## src/rtl/wave_ctrl_pkg.sv

```systemverilog
package wave_ctrl_pkg;

  // register word offsets on the avalon slave, taken from byte address bits 5:2
  localparam logic [3:0] OFS_CONTROL      = 4'h0;
  localparam logic [3:0] OFS_SOFT_TRIGGER = 4'h1;
  localparam logic [3:0] OFS_RIGHT12      = 4'h2;
  localparam logic [3:0] OFS_LEFT12       = 4'h3;
  localparam logic [3:0] OFS_RIGHT8       = 4'h4;
  localparam logic [3:0] OFS_OUTPUT       = 4'h5;
  localparam logic [3:0] OFS_STATUS       = 4'h6;
  localparam int         ADDR_W           = 6;

  // control register field positions, and the status underrun bit
  localparam int BIT_POWER_ON    = 0;
  localparam int BIT_BUF_DISABLE = 1;
  localparam int BIT_TRIG_EN     = 2;
  localparam int POS_TRIG_SEL    = 3;
  localparam int POS_WAVE_MODE   = 6;
  localparam int POS_WAVE_WIDTH  = 8;
  localparam int BIT_DMA_EN      = 12;
  localparam int BIT_UDR_IRQ_EN  = 13;
  localparam int BIT_PIN_DISC    = 14;
  localparam int BIT_UNDERRUN    = 13;
  localparam logic [14:0] CONTROL_RESET = 15'h0000;
  localparam logic [14:0] CONTROL_MASK  = 15'h7fff;

  // trigger source codes
  localparam logic [2:0] SEL_TIMER_ONE  = 3'h0;
  localparam logic [2:0] SEL_TIMER_TWO  = 3'h1;
  localparam logic [2:0] SEL_TIMER_SIX  = 3'h4;
  localparam logic [2:0] SEL_TIMER_FIVE = 3'h5;
  localparam logic [2:0] SEL_EXT_NINE   = 3'h6;
  localparam logic [2:0] SEL_SOFT       = 3'h7;

  // wave width code at and above which the full width applies
  localparam logic [3:0] WIDTH_FULL_CODE = 4'hb;
  localparam logic [11:0] LFSR_SEED      = 12'haaa;

endpackage : wave_ctrl_pkg

```

## src/rtl/dac_trigger_wave_control.sv

```systemverilog
// Design decisions made here: the register offsets and the Avalon-MM register port.
`timescale 1ns/1ns
`default_nettype none
// Functional notes
// channel_power_on bit powers the converter; analog wake-up follows.
// output buffer on from reset, off only while buffer_disable set.
// with buffer off, pin_disconnect_select routes output to comparator only.
// any of three data registers updates the single 12-bit holding value.
// 8-bit write sets upper eight bits, lower four forced zero.
// conversion on soft trigger or rising external edge, only if enabled.
// select: 0 timer1, 1 timer2, 4 timer6, 5 timer5, 6 line9, 7 soft.
// setting soft trigger bit raises a software trigger event.
// triggers enabled: holding copied to output only on selected trigger.
// triggers disabled: holding copied to output after each data write.
// wave mode field picks noise kind; width field sets amplitude.
// noise mode adds lfsr output to holding value into output.
// width below 12 keeps only that many low lfsr bits.
// triangle mode adds triangle from 0 to (2<<width)-1.
// with triggers and dma enabled, hardware trigger raises dma request.
// hardware trigger while request pending sets underrun, is not serviced.
// interrupt when underrun flag and underrun interrupt enable both set.
// underrun withholds dma requests until software clears the flag.
// wave mode 00 none, 01 noise, 1x triangle.
// width code n means n+1 bits; 1011 and above mean 12.
// left-aligned data in bits 15:4, right-aligned in bits 11:0.
// noise source steps once per triggered transfer with a wave mode.
module dac_trigger_wave_control
  import wave_ctrl_pkg::*;
(
  input  wire logic                               clk_in,
  input  wire logic                               rst_n_in,
  input  wire logic [wave_ctrl_pkg::ADDR_W-1:0]   avs_address_in,
  input  wire logic                               avs_read_in,
  input  wire logic                               avs_write_in,
  input  wire logic [31:0]                        avs_writedata_in,
  input  wire logic [3:0]                         avs_byteenable_in,
  output logic      [31:0]                        avs_readdata_out,
  output logic                                    avs_waitrequest_out,
  input  wire logic                               timer_one_trigger_out_in,
  input  wire logic                               timer_two_trigger_out_in,
  input  wire logic                               timer_five_trigger_out_in,
  input  wire logic                               timer_six_trigger_out_in,
  input  wire logic                               external_line_nine_in,
  input  wire logic                               dma_ack_in,
  output logic                                    dma_req_out,
  output logic                                    irq_out,
  output logic                                    channel_power_on_out,
  output logic                                    buffer_enable_out,
  output logic                                    pin_connect_out,
  output logic                                    comparator_connect_out,
  output logic      [11:0]                        output_value_out
);
  import wave_ctrl_pkg::*;

  typedef struct packed {
    logic [14:0] control;
    logic [11:0] holding_value;
    logic [11:0] output_value;
    logic        dma_underrun_flag;
    logic        dma_req;
    logic        ext_prev;
    logic        ack_done;
    logic        write_pending;
    logic [31:0] rdata;
  } ctrl_state_t;

  ctrl_state_t state_reg;
  ctrl_state_t state_next;

  logic        trigger_enable;
  logic [2:0]  trigger_source_select;
  logic [1:0]  wave_mode_select;
  logic [3:0]  wave_width_select;
  logic        dma_request_enable;
  logic        underrun_irq_enable;
  logic        buffer_disable;
  logic        pin_disconnect_select;
  logic        ext_level;
  logic        hw_edge;
  logic        soft_trigger_bit;
  logic        soft_event;
  logic        trig_event;
  logic        transfer;
  logic        wr_access;
  logic        rd_access;
  logic [3:0]  word_idx;
  logic [11:0] noise;
  logic [12:0] sum;

  ////////////////////////////////////////////////////////////////////////////
  // control field views
  assign trigger_enable        = state_reg.control[BIT_TRIG_EN];
  assign trigger_source_select = state_reg.control[POS_TRIG_SEL +: 3];
  assign wave_mode_select      = state_reg.control[POS_WAVE_MODE +: 2];
  assign wave_width_select     = state_reg.control[POS_WAVE_WIDTH +: 4];
  assign dma_request_enable    = state_reg.control[BIT_DMA_EN];
  assign underrun_irq_enable   = state_reg.control[BIT_UDR_IRQ_EN];
  assign buffer_disable        = state_reg.control[BIT_BUF_DISABLE];
  assign pin_disconnect_select = state_reg.control[BIT_PIN_DISC];

  // bus decode: word-aligned byte addresses, one wait state on reads
  assign word_idx  = avs_address_in[5:2];
  assign wr_access = avs_write_in;
  assign rd_access = avs_read_in && state_reg.ack_done;
  assign avs_waitrequest_out = avs_read_in && !state_reg.ack_done;

  ////////////////////////////////////////////////////////////////////////////
  // external trigger mux; reserved codes never fire
  always_comb begin
    unique case (trigger_source_select)
      SEL_TIMER_ONE:  ext_level = timer_one_trigger_out_in;
      SEL_TIMER_TWO:  ext_level = timer_two_trigger_out_in;
      SEL_TIMER_SIX:  ext_level = timer_six_trigger_out_in;
      SEL_TIMER_FIVE: ext_level = timer_five_trigger_out_in;
      SEL_EXT_NINE:   ext_level = external_line_nine_in;
      default:        ext_level = 1'b0;
    endcase
  end

  // rising edge only, and only while triggering is enabled
  assign hw_edge = trigger_enable && ext_level && !state_reg.ext_prev
                 && (trigger_source_select != SEL_SOFT);
  assign soft_trigger_bit = wr_access && (word_idx == OFS_SOFT_TRIGGER)
                          && avs_byteenable_in[0] && avs_writedata_in[0];
  assign soft_event = trigger_enable && soft_trigger_bit
                    && (trigger_source_select == SEL_SOFT);

  // hardware trigger while a request still waits is not serviced
  assign trig_event = soft_event || (hw_edge && !(dma_request_enable
                    && (state_reg.dma_req || state_reg.dma_underrun_flag)));
  assign transfer   = trigger_enable ? trig_event
                                     : state_reg.write_pending;

  noise_wave_gen u_noise (
    .clk_in        (clk_in),
    .rst_n_in      (rst_n_in),
    .step_in       (transfer && trigger_enable && wave_mode_select != 2'h0),
    .mode_in       (trigger_enable ? wave_mode_select : 2'h0),
    .width_code_in (wave_width_select),
    .noise_out     (noise)
  );

  // saturate so noise never wraps the code around
  assign sum = {1'b0, state_reg.holding_value} + {1'b0, noise};

  ////////////////////////////////////////////////////////////////////////////
  // next state
  always_comb begin
    state_next               = state_reg;
    state_next.ext_prev      = ext_level;
    state_next.write_pending = 1'b0;
    state_next.ack_done      = avs_read_in && !state_reg.ack_done;
    if (wr_access && avs_byteenable_in[0]) begin
      unique case (word_idx)
        OFS_CONTROL: begin
          state_next.control = avs_writedata_in[14:0] & CONTROL_MASK;
        end
        OFS_RIGHT12: begin
          if (avs_byteenable_in[1]) begin
            state_next.holding_value = avs_writedata_in[11:0];
            state_next.write_pending = 1'b1;
          end
        end
        OFS_LEFT12: begin
          if (avs_byteenable_in[1]) begin
            state_next.holding_value = avs_writedata_in[15:4];
            state_next.write_pending = 1'b1;
          end
        end
        OFS_RIGHT8: begin
          state_next.holding_value = {avs_writedata_in[7:0], 4'h0};
          state_next.write_pending = 1'b1;
        end
        OFS_STATUS: begin
          if (avs_writedata_in[BIT_UNDERRUN]) begin // write one to clear
            state_next.dma_underrun_flag = 1'b0;
          end
        end
        default: ;
      endcase
    end
    if (transfer) begin
      state_next.output_value = sum[12] ? 12'hfff : sum[11:0];
    end
    // dma request raised on hardware triggers only
    if (dma_ack_in) begin
      state_next.dma_req = 1'b0;
    end
    if (trigger_enable && dma_request_enable && hw_edge) begin
      if (state_reg.dma_req) begin
        state_next.dma_underrun_flag = 1'b1;
      end else if (!state_reg.dma_underrun_flag) begin
        state_next.dma_req = 1'b1;
      end
    end
    // read data captured in the wait cycle
    unique case (word_idx)
      OFS_CONTROL: state_next.rdata = {17'h0, state_reg.control};
      OFS_OUTPUT:  state_next.rdata = {20'h0, state_reg.output_value};
      OFS_RIGHT12: state_next.rdata = {20'h0, state_reg.holding_value};
      OFS_LEFT12:  state_next.rdata = {16'h0, state_reg.holding_value, 4'h0};
      OFS_RIGHT8:  state_next.rdata = {24'h0, state_reg.holding_value[11:4]};
      OFS_STATUS:  state_next.rdata = {18'h0, state_reg.dma_underrun_flag,
                                       13'h0};
      default:     state_next.rdata = 32'h0;
    endcase
  end

  always_ff @(posedge clk_in or negedge rst_n_in) begin
    if (!rst_n_in) begin
      state_reg <= '{control: CONTROL_RESET, default: '0};
    end else begin
      state_reg <= state_next;
    end
  end

  ////////////////////////////////////////////////////////////////////////////
  // outputs; analog wake-up is left to software timing
  assign avs_readdata_out       = state_reg.rdata;
  assign dma_req_out            = state_reg.dma_req;
  assign irq_out                = state_reg.dma_underrun_flag
                                && underrun_irq_enable;
  assign channel_power_on_out   = state_reg.control[BIT_POWER_ON];
  assign buffer_enable_out      = !buffer_disable;
  assign pin_connect_out        = !(buffer_disable
                                && pin_disconnect_select);
  assign comparator_connect_out = 1'b1;
  assign output_value_out       = state_reg.output_value;

  ////////////////////////////////////////////////////////////////////////////
  // checks
  property p_untrig_copy;
    @(posedge clk_in) disable iff (!rst_n_in)
    (!trigger_enable && state_reg.write_pending)
      |=> (output_value_out == $past(state_reg.holding_value));
  endproperty
  a_untrig_copy: assert property (p_untrig_copy)
    else $error("holding value not copied after write");

  property p_r8_low;
    @(posedge clk_in) disable iff (!rst_n_in)
    (wr_access && word_idx == OFS_RIGHT8 && avs_byteenable_in[0])
      |=> (state_reg.holding_value[3:0] == 4'h0);
  endproperty
  a_r8_low: assert property (p_r8_low)
    else $error("low bits not zero after 8-bit write");

  property p_hold_no_trig;
    @(posedge clk_in) disable iff (!rst_n_in)
    (trigger_enable && !transfer && $stable(trigger_enable))
      |=> $stable(output_value_out);
  endproperty
  a_hold_no_trig: assert property (p_hold_no_trig)
    else $error("output changed without trigger");

  property p_underrun_set;
    @(posedge clk_in) disable iff (!rst_n_in)
    (dma_request_enable && trigger_enable && hw_edge && dma_req_out
      && !dma_ack_in) |=> state_reg.dma_underrun_flag;
  endproperty
  a_underrun_set: assert property (p_underrun_set)
    else $error("underrun not flagged");

  property p_no_req_after_udr;
    @(posedge clk_in) disable iff (!rst_n_in)
    (state_reg.dma_underrun_flag && !dma_req_out) |=> !dma_req_out;
  endproperty
  a_no_req_after_udr: assert property (p_no_req_after_udr)
    else $error("request during underrun");

  property p_soft_no_dma;
    @(posedge clk_in) disable iff (!rst_n_in)
    (soft_event && !dma_req_out && !hw_edge) |=> !dma_req_out;
  endproperty
  a_soft_no_dma: assert property (p_soft_no_dma)
    else $error("dma request on soft trigger");

  property p_irq;
    @(posedge clk_in) disable iff (!rst_n_in)
    (underrun_irq_enable && dma_request_enable && hw_edge && dma_req_out
      && !(wr_access && word_idx == OFS_CONTROL)) |=> irq_out;
  endproperty
  a_irq: assert property (p_irq)
    else $error("interrupt missing after underrun");

  property p_buffer;
    @(posedge clk_in) disable iff (!rst_n_in)
    (wr_access && word_idx == OFS_CONTROL && avs_byteenable_in[0])
      |=> (buffer_enable_out == !$past(avs_writedata_in[BIT_BUF_DISABLE]));
  endproperty
  a_buffer: assert property (p_buffer)
    else $error("buffer enable wrong");

  property p_ext_edge;
    @(posedge clk_in) disable iff (!rst_n_in)
    (trigger_enable && trigger_source_select == SEL_TIMER_ONE
      && $stable(trigger_source_select)
      && $rose(timer_one_trigger_out_in)) |-> hw_edge;
  endproperty
  a_ext_edge: assert property (p_ext_edge)
    else $error("rising edge not taken as trigger");

  // both lanes needed, value lands in bits 11:0
  property p_right12;
    @(posedge clk_in) disable iff (!rst_n_in)
    (wr_access && word_idx == OFS_RIGHT12 && avs_byteenable_in[1:0] == 2'h3)
      |=> (state_reg.holding_value == $past(avs_writedata_in[11:0]));
  endproperty
  a_right12: assert property (p_right12)
    else $error("right-aligned data misplaced");

  property p_left12;
    @(posedge clk_in) disable iff (!rst_n_in)
    (wr_access && word_idx == OFS_LEFT12 && avs_byteenable_in[1:0] == 2'h3)
      |=> (state_reg.holding_value == $past(avs_writedata_in[15:4]));
  endproperty
  a_left12: assert property (p_left12)
    else $error("left-aligned data misplaced");

  property p_r8_high;
    @(posedge clk_in) disable iff (!rst_n_in)
    (wr_access && word_idx == OFS_RIGHT8 && avs_byteenable_in[0])
      |=> (state_reg.holding_value[11:4] == $past(avs_writedata_in[7:0]));
  endproperty
  a_r8_high: assert property (p_r8_high)
    else $error("8-bit data not in upper bits");

  // a request stands until the controller answers
  property p_req_stands;
    @(posedge clk_in) disable iff (!rst_n_in)
    (dma_req_out && !dma_ack_in) |=> dma_req_out;
  endproperty
  a_req_stands: assert property (p_req_stands)
    else $error("request dropped before acknowledge");

  // saturating sum never falls below the holding value
  property p_no_wrap;
    @(posedge clk_in) disable iff (!rst_n_in)
    transfer |=> (output_value_out >= $past(state_reg.holding_value));
  endproperty
  a_no_wrap: assert property (p_no_wrap)
    else $error("output wrapped below holding value");

  property p_reserved_quiet;
    @(posedge clk_in) disable iff (!rst_n_in)
    (trigger_source_select[2:1] == 2'h1) |-> !hw_edge;
  endproperty
  a_reserved_quiet: assert property (p_reserved_quiet)
    else $error("reserved source fired");

  // a held read completes after exactly one wait state
  property p_read_wait;
    @(posedge clk_in) disable iff (!rst_n_in)
    (avs_read_in && avs_waitrequest_out) |=> (!avs_read_in || rd_access);
  endproperty
  a_read_wait: assert property (p_read_wait)
    else $error("read wait state too long");

endmodule : dac_trigger_wave_control
`default_nettype wire

```

## src/rtl/noise_wave_gen.sv

```systemverilog
`timescale 1ns/1ns
`default_nettype none
// noise and triangle source; steps once per triggered transfer with a wave mode
module noise_wave_gen
  import wave_ctrl_pkg::*;
(
  input  wire logic        clk_in,
  input  wire logic        rst_n_in,
  input  wire logic        step_in,
  input  wire logic [1:0]  mode_in,
  input  wire logic [3:0]  width_code_in,
  output logic      [11:0] noise_out
);
  import wave_ctrl_pkg::*;

  typedef struct packed {
    logic [11:0] lfsr;
    logic [11:0] tri_val;
    logic        tri_down;
  } gen_state_t;

  gen_state_t state_reg;
  gen_state_t state_next;
  logic [11:0] mask;
  logic [11:0] tri_max;
  logic        fb;

  ////////////////////////////////////////////////////////////////////////////
  // width decode: code n gives n+1 bits, capped at 12
  always_comb begin
    mask = 12'hfff;
    if (width_code_in < WIDTH_FULL_CODE) begin
      mask = 12'((13'h2 << width_code_in) - 13'h1);
    end
  end
  assign tri_max = mask;

  // taps 12,6,4,1; seed nonzero so the sequence never locks up
  assign fb = state_reg.lfsr[11] ^ state_reg.lfsr[5]
            ^ state_reg.lfsr[3] ^ state_reg.lfsr[0];

  ////////////////////////////////////////////////////////////////////////////
  always_comb begin
    state_next = state_reg;
    if (step_in) begin
      if (mode_in == 2'h1) begin
        state_next.lfsr = {state_reg.lfsr[10:0], fb};
      end else if (mode_in[1]) begin
        if (!state_reg.tri_down) begin
          if (state_reg.tri_val >= tri_max) begin
            state_next.tri_down = 1'b1;
            state_next.tri_val  = state_reg.tri_val - 12'h1;
          end else begin
            state_next.tri_val = state_reg.tri_val + 12'h1;
          end
        end else begin
          if (state_reg.tri_val == 12'h0) begin
            state_next.tri_down = 1'b0;
            state_next.tri_val  = 12'h1;
          end else begin
            state_next.tri_val = state_reg.tri_val - 12'h1;
          end
        end
      end
    end
  end

  always_ff @(posedge clk_in or negedge rst_n_in) begin
    if (!rst_n_in) begin
      state_reg <= '{lfsr: LFSR_SEED, tri_val: 12'h0, tri_down: 1'b0};
    end else begin
      state_reg <= state_next;
    end
  end

  // masked lfsr bits or clamped triangle
  always_comb begin
    noise_out = 12'h0;
    if (mode_in == 2'h1) begin
      noise_out = state_reg.lfsr & mask;
    end else if (mode_in[1]) begin
      noise_out = (state_reg.tri_val > tri_max) ? tri_max
                                                : state_reg.tri_val;
    end
  end

endmodule : noise_wave_gen
`default_nettype wire

```

## config.mk

```make
export PLATFORM = sky130hd
export DESIGN_NAME = dac_trigger_wave_control
export DESIGN_NICKNAME = d
export VERILOG_FILES = /design/src/rtl/wave_ctrl_pkg.sv /design/src/rtl/dac_trigger_wave_control.sv /design/src/rtl/noise_wave_gen.sv
export SDC_FILE = /design/constraint.sdc
export NUM_CORES = 1
export LEC_CHECK = 0
export ABC_AREA = 1
export BUFFER_PORTS_ARGS = -buffer_cell sky130_fd_sc_hd__buf_4
export CORE_MARGIN = 1
export CORE_UTILIZATION = 40
export DETAILED_ROUTE_END_ITERATION = 7
export SYNTH_ARGS = -nofsm -noshare
export SYNTH_HDL_FRONTEND = slang
export SYNTH_HIERARCHICAL = 1
export SYNTH_SLANG_ARGS = --single-unit
```

## constraint.sdc

```tcl
create_clock -name clk_in -period 10.7 [get_ports clk_in]
set_clock_uncertainty 0.15 [all_clocks]
set_input_delay 2.14 -clock clk_in [delete_from_list [all_inputs] [get_ports clk_in]]
set_output_delay 2.14 -clock clk_in [all_outputs]
set_load 0.1 [all_outputs]
```

==> results by group, run 1 <==
Global route
  – Total gr overflow: 0
  – Vias in the first global route: 5,189
  – First-pass GRT wire length: 28,060 microns
  – Largest net degree at the start of global routing: 57
  – Initial antenna violation count: 0
  – Total GRT Usage: 0.2200

Clock tree
  – Post-CTS setup buffers: 0
  – CTS Buf Count: 9
  – Clk slew on worst S/H paths: 0.08 ns
  – CTS tree: done
  – Number of gates resized after cts: 0
  – CTS hold repair buffers: 0
  – Worst-skew pair later-pin latency: 0.36 ns
  – Clock Path Buffers: 2
  – TritonCTS Sinks: 85
  – Root Buffer: clkbuf_16
  – # H-tree levels: 3

Floorplanning
  – Chip height: 129.2 microns
  – Starting Density: 0.4089
  – Row Count: 46
  – Core area: 15,830 sq um
  – Die Wd: 129.2 microns
  – Ports: 103
  – Full die area: 16,690 sq um

Layout
  – Final net count: 1,045
  – Commonest cells after routing, fill and taps aside: nand2_1 (275), inv_1 (132), dfrtp_1 (79)
  – # diodes: 0
  – Most common cell after layout, fill and taps aside: nand2_1
  – Area grow syn2layout: 9.163%
  – Max reg flops: 27
  – Fin util: 0.4464
  – Final std cells w/o fill: 1,187
  – Fraction of layout cells with a size suffix above 1: 0.1256

Synthesis
  – Gate Count Post-Synth: 947
  – Synth Area in XOR/XNOR: 0.02822
  – FFs w/ async S/R, synth: 1.000
  – Register area share after synthesis: 0.3298
  – Synth area leaders: dfrtp_1 (31%), nand2_1 (16%), inv_1 (7.7%), buf_4 (5.8%), nand3_1 (5.2%)
  – Avg Cell Area, Syn: 6.835 sq um
  – Cell taking the most area after synthesis: dfrtp_1
  – Main combinational cell family by area after synthesis: simple AND/OR/NAND/NOR gates
  – EDFF count, synth: 0
  – Post-synthesis mux area share: 0
  – Ys flop type: dfrtp_1
  – Post-Synth Simple-Gate Area: 0.3107
  – Synth cell types: 42
  – Top-area cell type share of the netlist area: 0.3054
  – Complex-gate fraction of the synthesized area: 0.1171
  – Yosys reg bits: 85
  – Synthesized area: 6472 sq um
  – Syn. warnings: 6
  – Post-Synth Adder-Cell Area: 0.05335

Critical path
  – Worst path bufs/invs: 6
  – Crit path arrival time: 5.62 ns
  – Crit path max fanout: 20
  – WP data required: 10.80 ns
  – Critical path class: flop to flop
  – Stages on the worst setup path: 31
  – R2R cell count: 31
  – Critical-path top delay cell: nor2_1
  – CP peak stage delay: 0.63 ns
  – Worst Setup End Kind: flop
  – CP Launch Type: flop
  – Critical path's top delay family: simple AND/OR/NAND/NOR gates
  – CP dominant cell by count: nand2_1

Placed design
  – Port Buffers: 65
  – Cells after DPL: 1,171
  – GP Congestion: 0.8807
  – Pre-CTS setup slack: 5.215 ns
  – Post-DP HPWL: 13,110 microns

Route
  – DRT Wirelength: 17,210 microns
  – Drt wl/cell: 14.50 microns
  – Iteration-0 DRC Markers: 459
  – Pre-Repair DR Iteration Count: 5
  – Vias: 5,917
  – # DRC: 0
  – Routed Antenna Nets: 0
  – Via density: 4.985

Power
  – Worst VDD drop: 0.1634 mV
  – Sequential power share: 0.311
  – Switching Share: 0.5054
  – Power share of the clock group: 0.214
  – Final Power: 1.449 mW
  – PD cells: 205.1 nW/um^2
  – Comb pwr share: 0.475
  – Pleak: 3.788 nW
  – Internal: 0.7167 mW
  – NetSw: 0.7322 mW

STA
  – Clock period minus worst slack: 5.525 ns
  – Setup ws final: 5.175 ns
  – Rel. slew slack: 0.4112
  – Setup-failing EPs final: 0
  – RSZ-0062 raised after global routing: false
  – Pins Over Slew Limit: 0
  – Final hold vios: 0
  – Fin Setup TNS: 0 ns
  – Period Utilization, post-route: 0.5164
  – F_max: 181.0 MHz
  – Slew @ Worst Pin: 0.8810 ns

Min path
  – Worst hold stages: 1
  – Worst hold path type: flop to flop

Flow run
  – Max-cap viol count: 0

Outcome
  – Status: finished, final reports clean
## cell type report
class,instances,area (sq um)
clock buffer,9,225.2
clock inverter,7,61.31
fill,1675,8762
inverter,136,510.5
multi-input combinational,667,3361
sequential,85,2135
tap,216,270.3
timing repair buffer,67,503.0
## power by group through the flow
stage | clock, mW | sequential [mW] | combinational (mW)
3_3_place_gp | 0 | 0.454 | 0.681
5_1_grt | 0.329 | 0.458 | 0.754
4_1_cts | 0.320 | 0.448 | 0.689
6_report | 0.310 | 0.450 | 0.688
3_5_place_dp | 0 | 0.454 | 0.687
2_1_floorplan | 0 | 0.427 | 0.602
## metrics by stage
step	hold WS, ns	area (sq um)
floorplan	0.3057	6529
global placement	0.2451	6779
detailed placement	0.2615	6779
CTS	0.2721	7066
global route	0.2845	7066
finish	0.2689	7066
## worst reg2reg max path: cells and delay by family (launching register included)
family,cells,cell delay (ns)
buffers and inverters,6,0.49
and+or+nand+nor,21,3.19
adders and majority gates,3,0.88
DFF,1,0.51
AOI/OAI and AO/OA,1,0.19
## path summary, 6_finish.rpt
path                          startpoint                   end  slack, ns
min in group asynchronous       rst_n_in  avs_readdata_out[12]       1.55
min reg2reg                state_reg[33]         state_reg[33]       0.27
min                        state_reg[33]         state_reg[33]       0.27
max in group asynchronous       rst_n_in  u_noise/state_reg[3]       7.77
max                        state_reg[72]  output_value_out[11]       5.17
max reg2reg                state_reg[72]  output_value_out[11]       5.17
## cell families (layout without fill, tap and decap cells)
| family | after synthesis | in the layout |
|---|---|---|
| AOI/OAI and AO/OA | 135 | 135 |
| other | 2 | 17 |
| buffers and inverters | 210 | 219 |
| adders and majority gates | 27 | 27 |
| xor gates and xnor gates | 20 | 20 |
| DFF | 85 | 85 |
| and+or+nand+nor | 468 | 468 |
## cells in the mapped netlist (2+ instances only)
library cell  instances
a21oi_1              29
a21oi_2               2
buf_2                10
buf_4                50
buf_6                 6
clkbuf_1              7
clkinv_1              2
conb_1                2
dfrtp_1              79
dfstp_2               6
ha_1                 26
inv_1               132
inv_2                 2
nand2_1             275
nand2_2              10
nand3_1              67
nand3_2               3
nand3b_1              3
nand4_1              21
nor2_1               73
nor2_2                8
nor2_4                3
nor3_1                3
o211ai_1              6
o21ai_0              51
o21ai_1              21
o22ai_1              18
xnor2_1               6
xor2_1               13
## layer usage
layer / global-route usage / vias up / routed length, microns
met3: 0.03055 / 17 / 857
li1: - / 2992 / -
met4: 0.06505 / 0 / 239
met2: 0.3093 / 160 / 7009
met1: 0.3432 / 2748 / 9107
met5: 0 / - / 0
(Power assumes the default switching activity.)
==> inputs of run 2 (changes only) <==
clock period = 5 ns   (was 10.7 ns; I/O delays follow)
==> run 2 against run 1 <==
Against the previous run: global-route usage grew 0.48 points; design area grew 4.7%; core utilization grew 2.1 points; sequential cell count is the same; sequential power grew 110%; wire length grew 4.3%; critical endpoint is now output_value_out[8]; largest cell class unchanged.
==> results by group, run 2 (synthesis gave the netlist of run 1 again) <==
Outcome
  – Status: finished, final reports clean

Power
  – Worst VDD drop: 0.3730 mV
  – PD cells: 445.8 nW/um^2
  – Pleak: 3.996 nW
  – Final Power: 3.299 mW

Clock tree
  – TritonCTS Sinks: 85
  – CTS tree: done
  – Root Buffer: clkbuf_16
  – CTS hold repair buffers: 0
  – # H-tree levels: 3
  – Worst-skew pair later-pin latency: 0.36 ns
  – Clk slew on worst S/H paths: 0.07 ns
  – Post-CTS setup buffers: 0
  – CTS Buf Count: 9
  – Number of gates resized after cts: 0
  – Clock Path Buffers: 2

Placed design
  – GP Congestion: 0.9158
  – Post-DP HPWL: 13,450 microns
  – Port Buffers: 65

STA
  – Rel. slew slack: 0.4157
  – Slew @ Worst Pin: 0.8743 ns
  – Period Utilization, post-route: 0.9304
  – Clock period minus worst slack: 4.652 ns
  – Final hold vios: 0
  – Pins Over Slew Limit: 0
  – RSZ-0062 raised after global routing: false
  – Fin Setup TNS: 0 ns
  – Setup-failing EPs final: 0
  – F_max: 215.0 MHz

Critical path
  – Crit path max fanout: 15
  – CP dominant cell by count: nand2_1
  – Critical path class: flop to flop
  – Worst Setup End Kind: flop
  – Crit path arrival time: 4.75 ns
  – Critical-path top delay cell: fa_1
  – CP Launch Type: flop
  – CP peak stage delay: 0.43 ns
  – WP data required: 5.10 ns

Layout
  – # fillers: 1,653
  – Fraction of layout cells with a size suffix above 1: 0.1612
  – Final net count: 1,085
  – Area of the multi-input gates: 3376 sq um
  – Commonest cells after routing, fill and taps aside: nand2_1 (275), inv_1 (132), buf_4 (107)
  – Max reg flops: 27
  – Register area: 2135 sq um
  – Most common cell after layout, fill and taps aside: nand2_1
  – # diodes: 0
  – Area grow syn2layout: 14.32%

Floorplanning
  – Starting Density: 0.4089
  – Row Count: 46
  – Die Wd: 129.2 microns
  – Ports: 103
  – Full die area: 16,690 sq um
  – Core area: 15,830 sq um
  – Chip height: 129.2 microns

Global route
  – Vias in the first global route: 5,382
  – Initial antenna violation count: 0
  – Total gr overflow: 0
  – Largest net degree at the start of global routing: 55
  – First-pass GRT wire length: 28,500 microns
  – Total GRT Usage: 0.2248

Route
  – Drt wl/cell: 14.63 microns
  – Via density: 5.007
  – Vias: 6,144
  – # DRC: 0
  – Pre-Repair DR Iteration Count: 5
  – Iteration-0 DRC Markers: 488
  – DRT Wirelength: 17,950 microns
  – Routed Antenna Nets: 0

Min path
  – Worst hold path type: flop to flop

Flow run
  – Max-cap viol count: 0
## run 2: metal layers
| layer | vias to the layer above | track usage | part of all wire |
|---|---|---|---|
| met2 | 184 | 0.3172 | 0.41 |
| met4 | 0 | 0.07197 | 0.017 |
| met3 | 20 | 0.02973 | 0.051 |
| li1 | 3072 | - | - |
| met5 | - | 0 | 0 |
| met1 | 2868 | 0.3486 | 0.53 |
## run 2: layout make-up
cell class	count	area share
Tap cell	216	0.03652
Clock inverter	6	0.01031
Multi-Input combinational cell	667	0.4562
Timing Repair Buffer	107	0.1086
Inverter	136	0.06899
Sequential cell	85	0.2885
Clock buffer	10	0.03094
## run 2: worst max-delay path: cells and delay by family (launching register included)
kind | cells | cell delay, ns
simple gates | 20 | 1.87
fa+ha+maj | 3 | 0.97
buf+inv | 10 | 0.91
flops | 1 | 0.39
compound gates | 1 | 0.25
## run 2: worst paths after layout
kind / from / endpoint / slack, ns / depth (start not counted)
setup / recovery: state_reg[70] / output_value_out[8] / 0.35 / 34
hold / removal: state_reg[33] / state_reg[33] / 0.26 / 1
max in group asynchronous: rst_n_in / u_noise/state_reg[18] / 3.18 / 2
setup reg to reg: state_reg[70] / output_value_out[8] / 0.35 / 34
hold reg to reg: state_reg[33] / state_reg[33] / 0.26 / 1
min in group asynchronous: rst_n_in / avs_readdata_out[12] / 0.54 / 1
## run 2: power by group
part           switching, mW  total (mW)  internal (mW)  leakage [nW]
Sequential             0.146       0.957          0.810          1.08
Clock                  0.312       0.711          0.398         0.150
Combinational           1.15        1.63          0.484          2.77
## run 2: stage by stage
step / setup slack, ns / util / hold WS, ns / instance area, sq um / std cells
finish: 0.3480 / 0.4675 / 0.2578 / 7400 / 1227
global route: 0.002031 / 0.4675 / 0.2753 / 7400 / 1227
CTS: 0.05749 / 0.4666 / 0.2589 / 7385 / 1227
detailed placement: 0.1048 / 0.4473 / 0.2478 / 7079 / 1211
global placement: 0.1409 / 0.4473 / 0.2447 / 7079 / 1211
floorplan: 0.9344 / - / 0.3057 / 6529 / 962
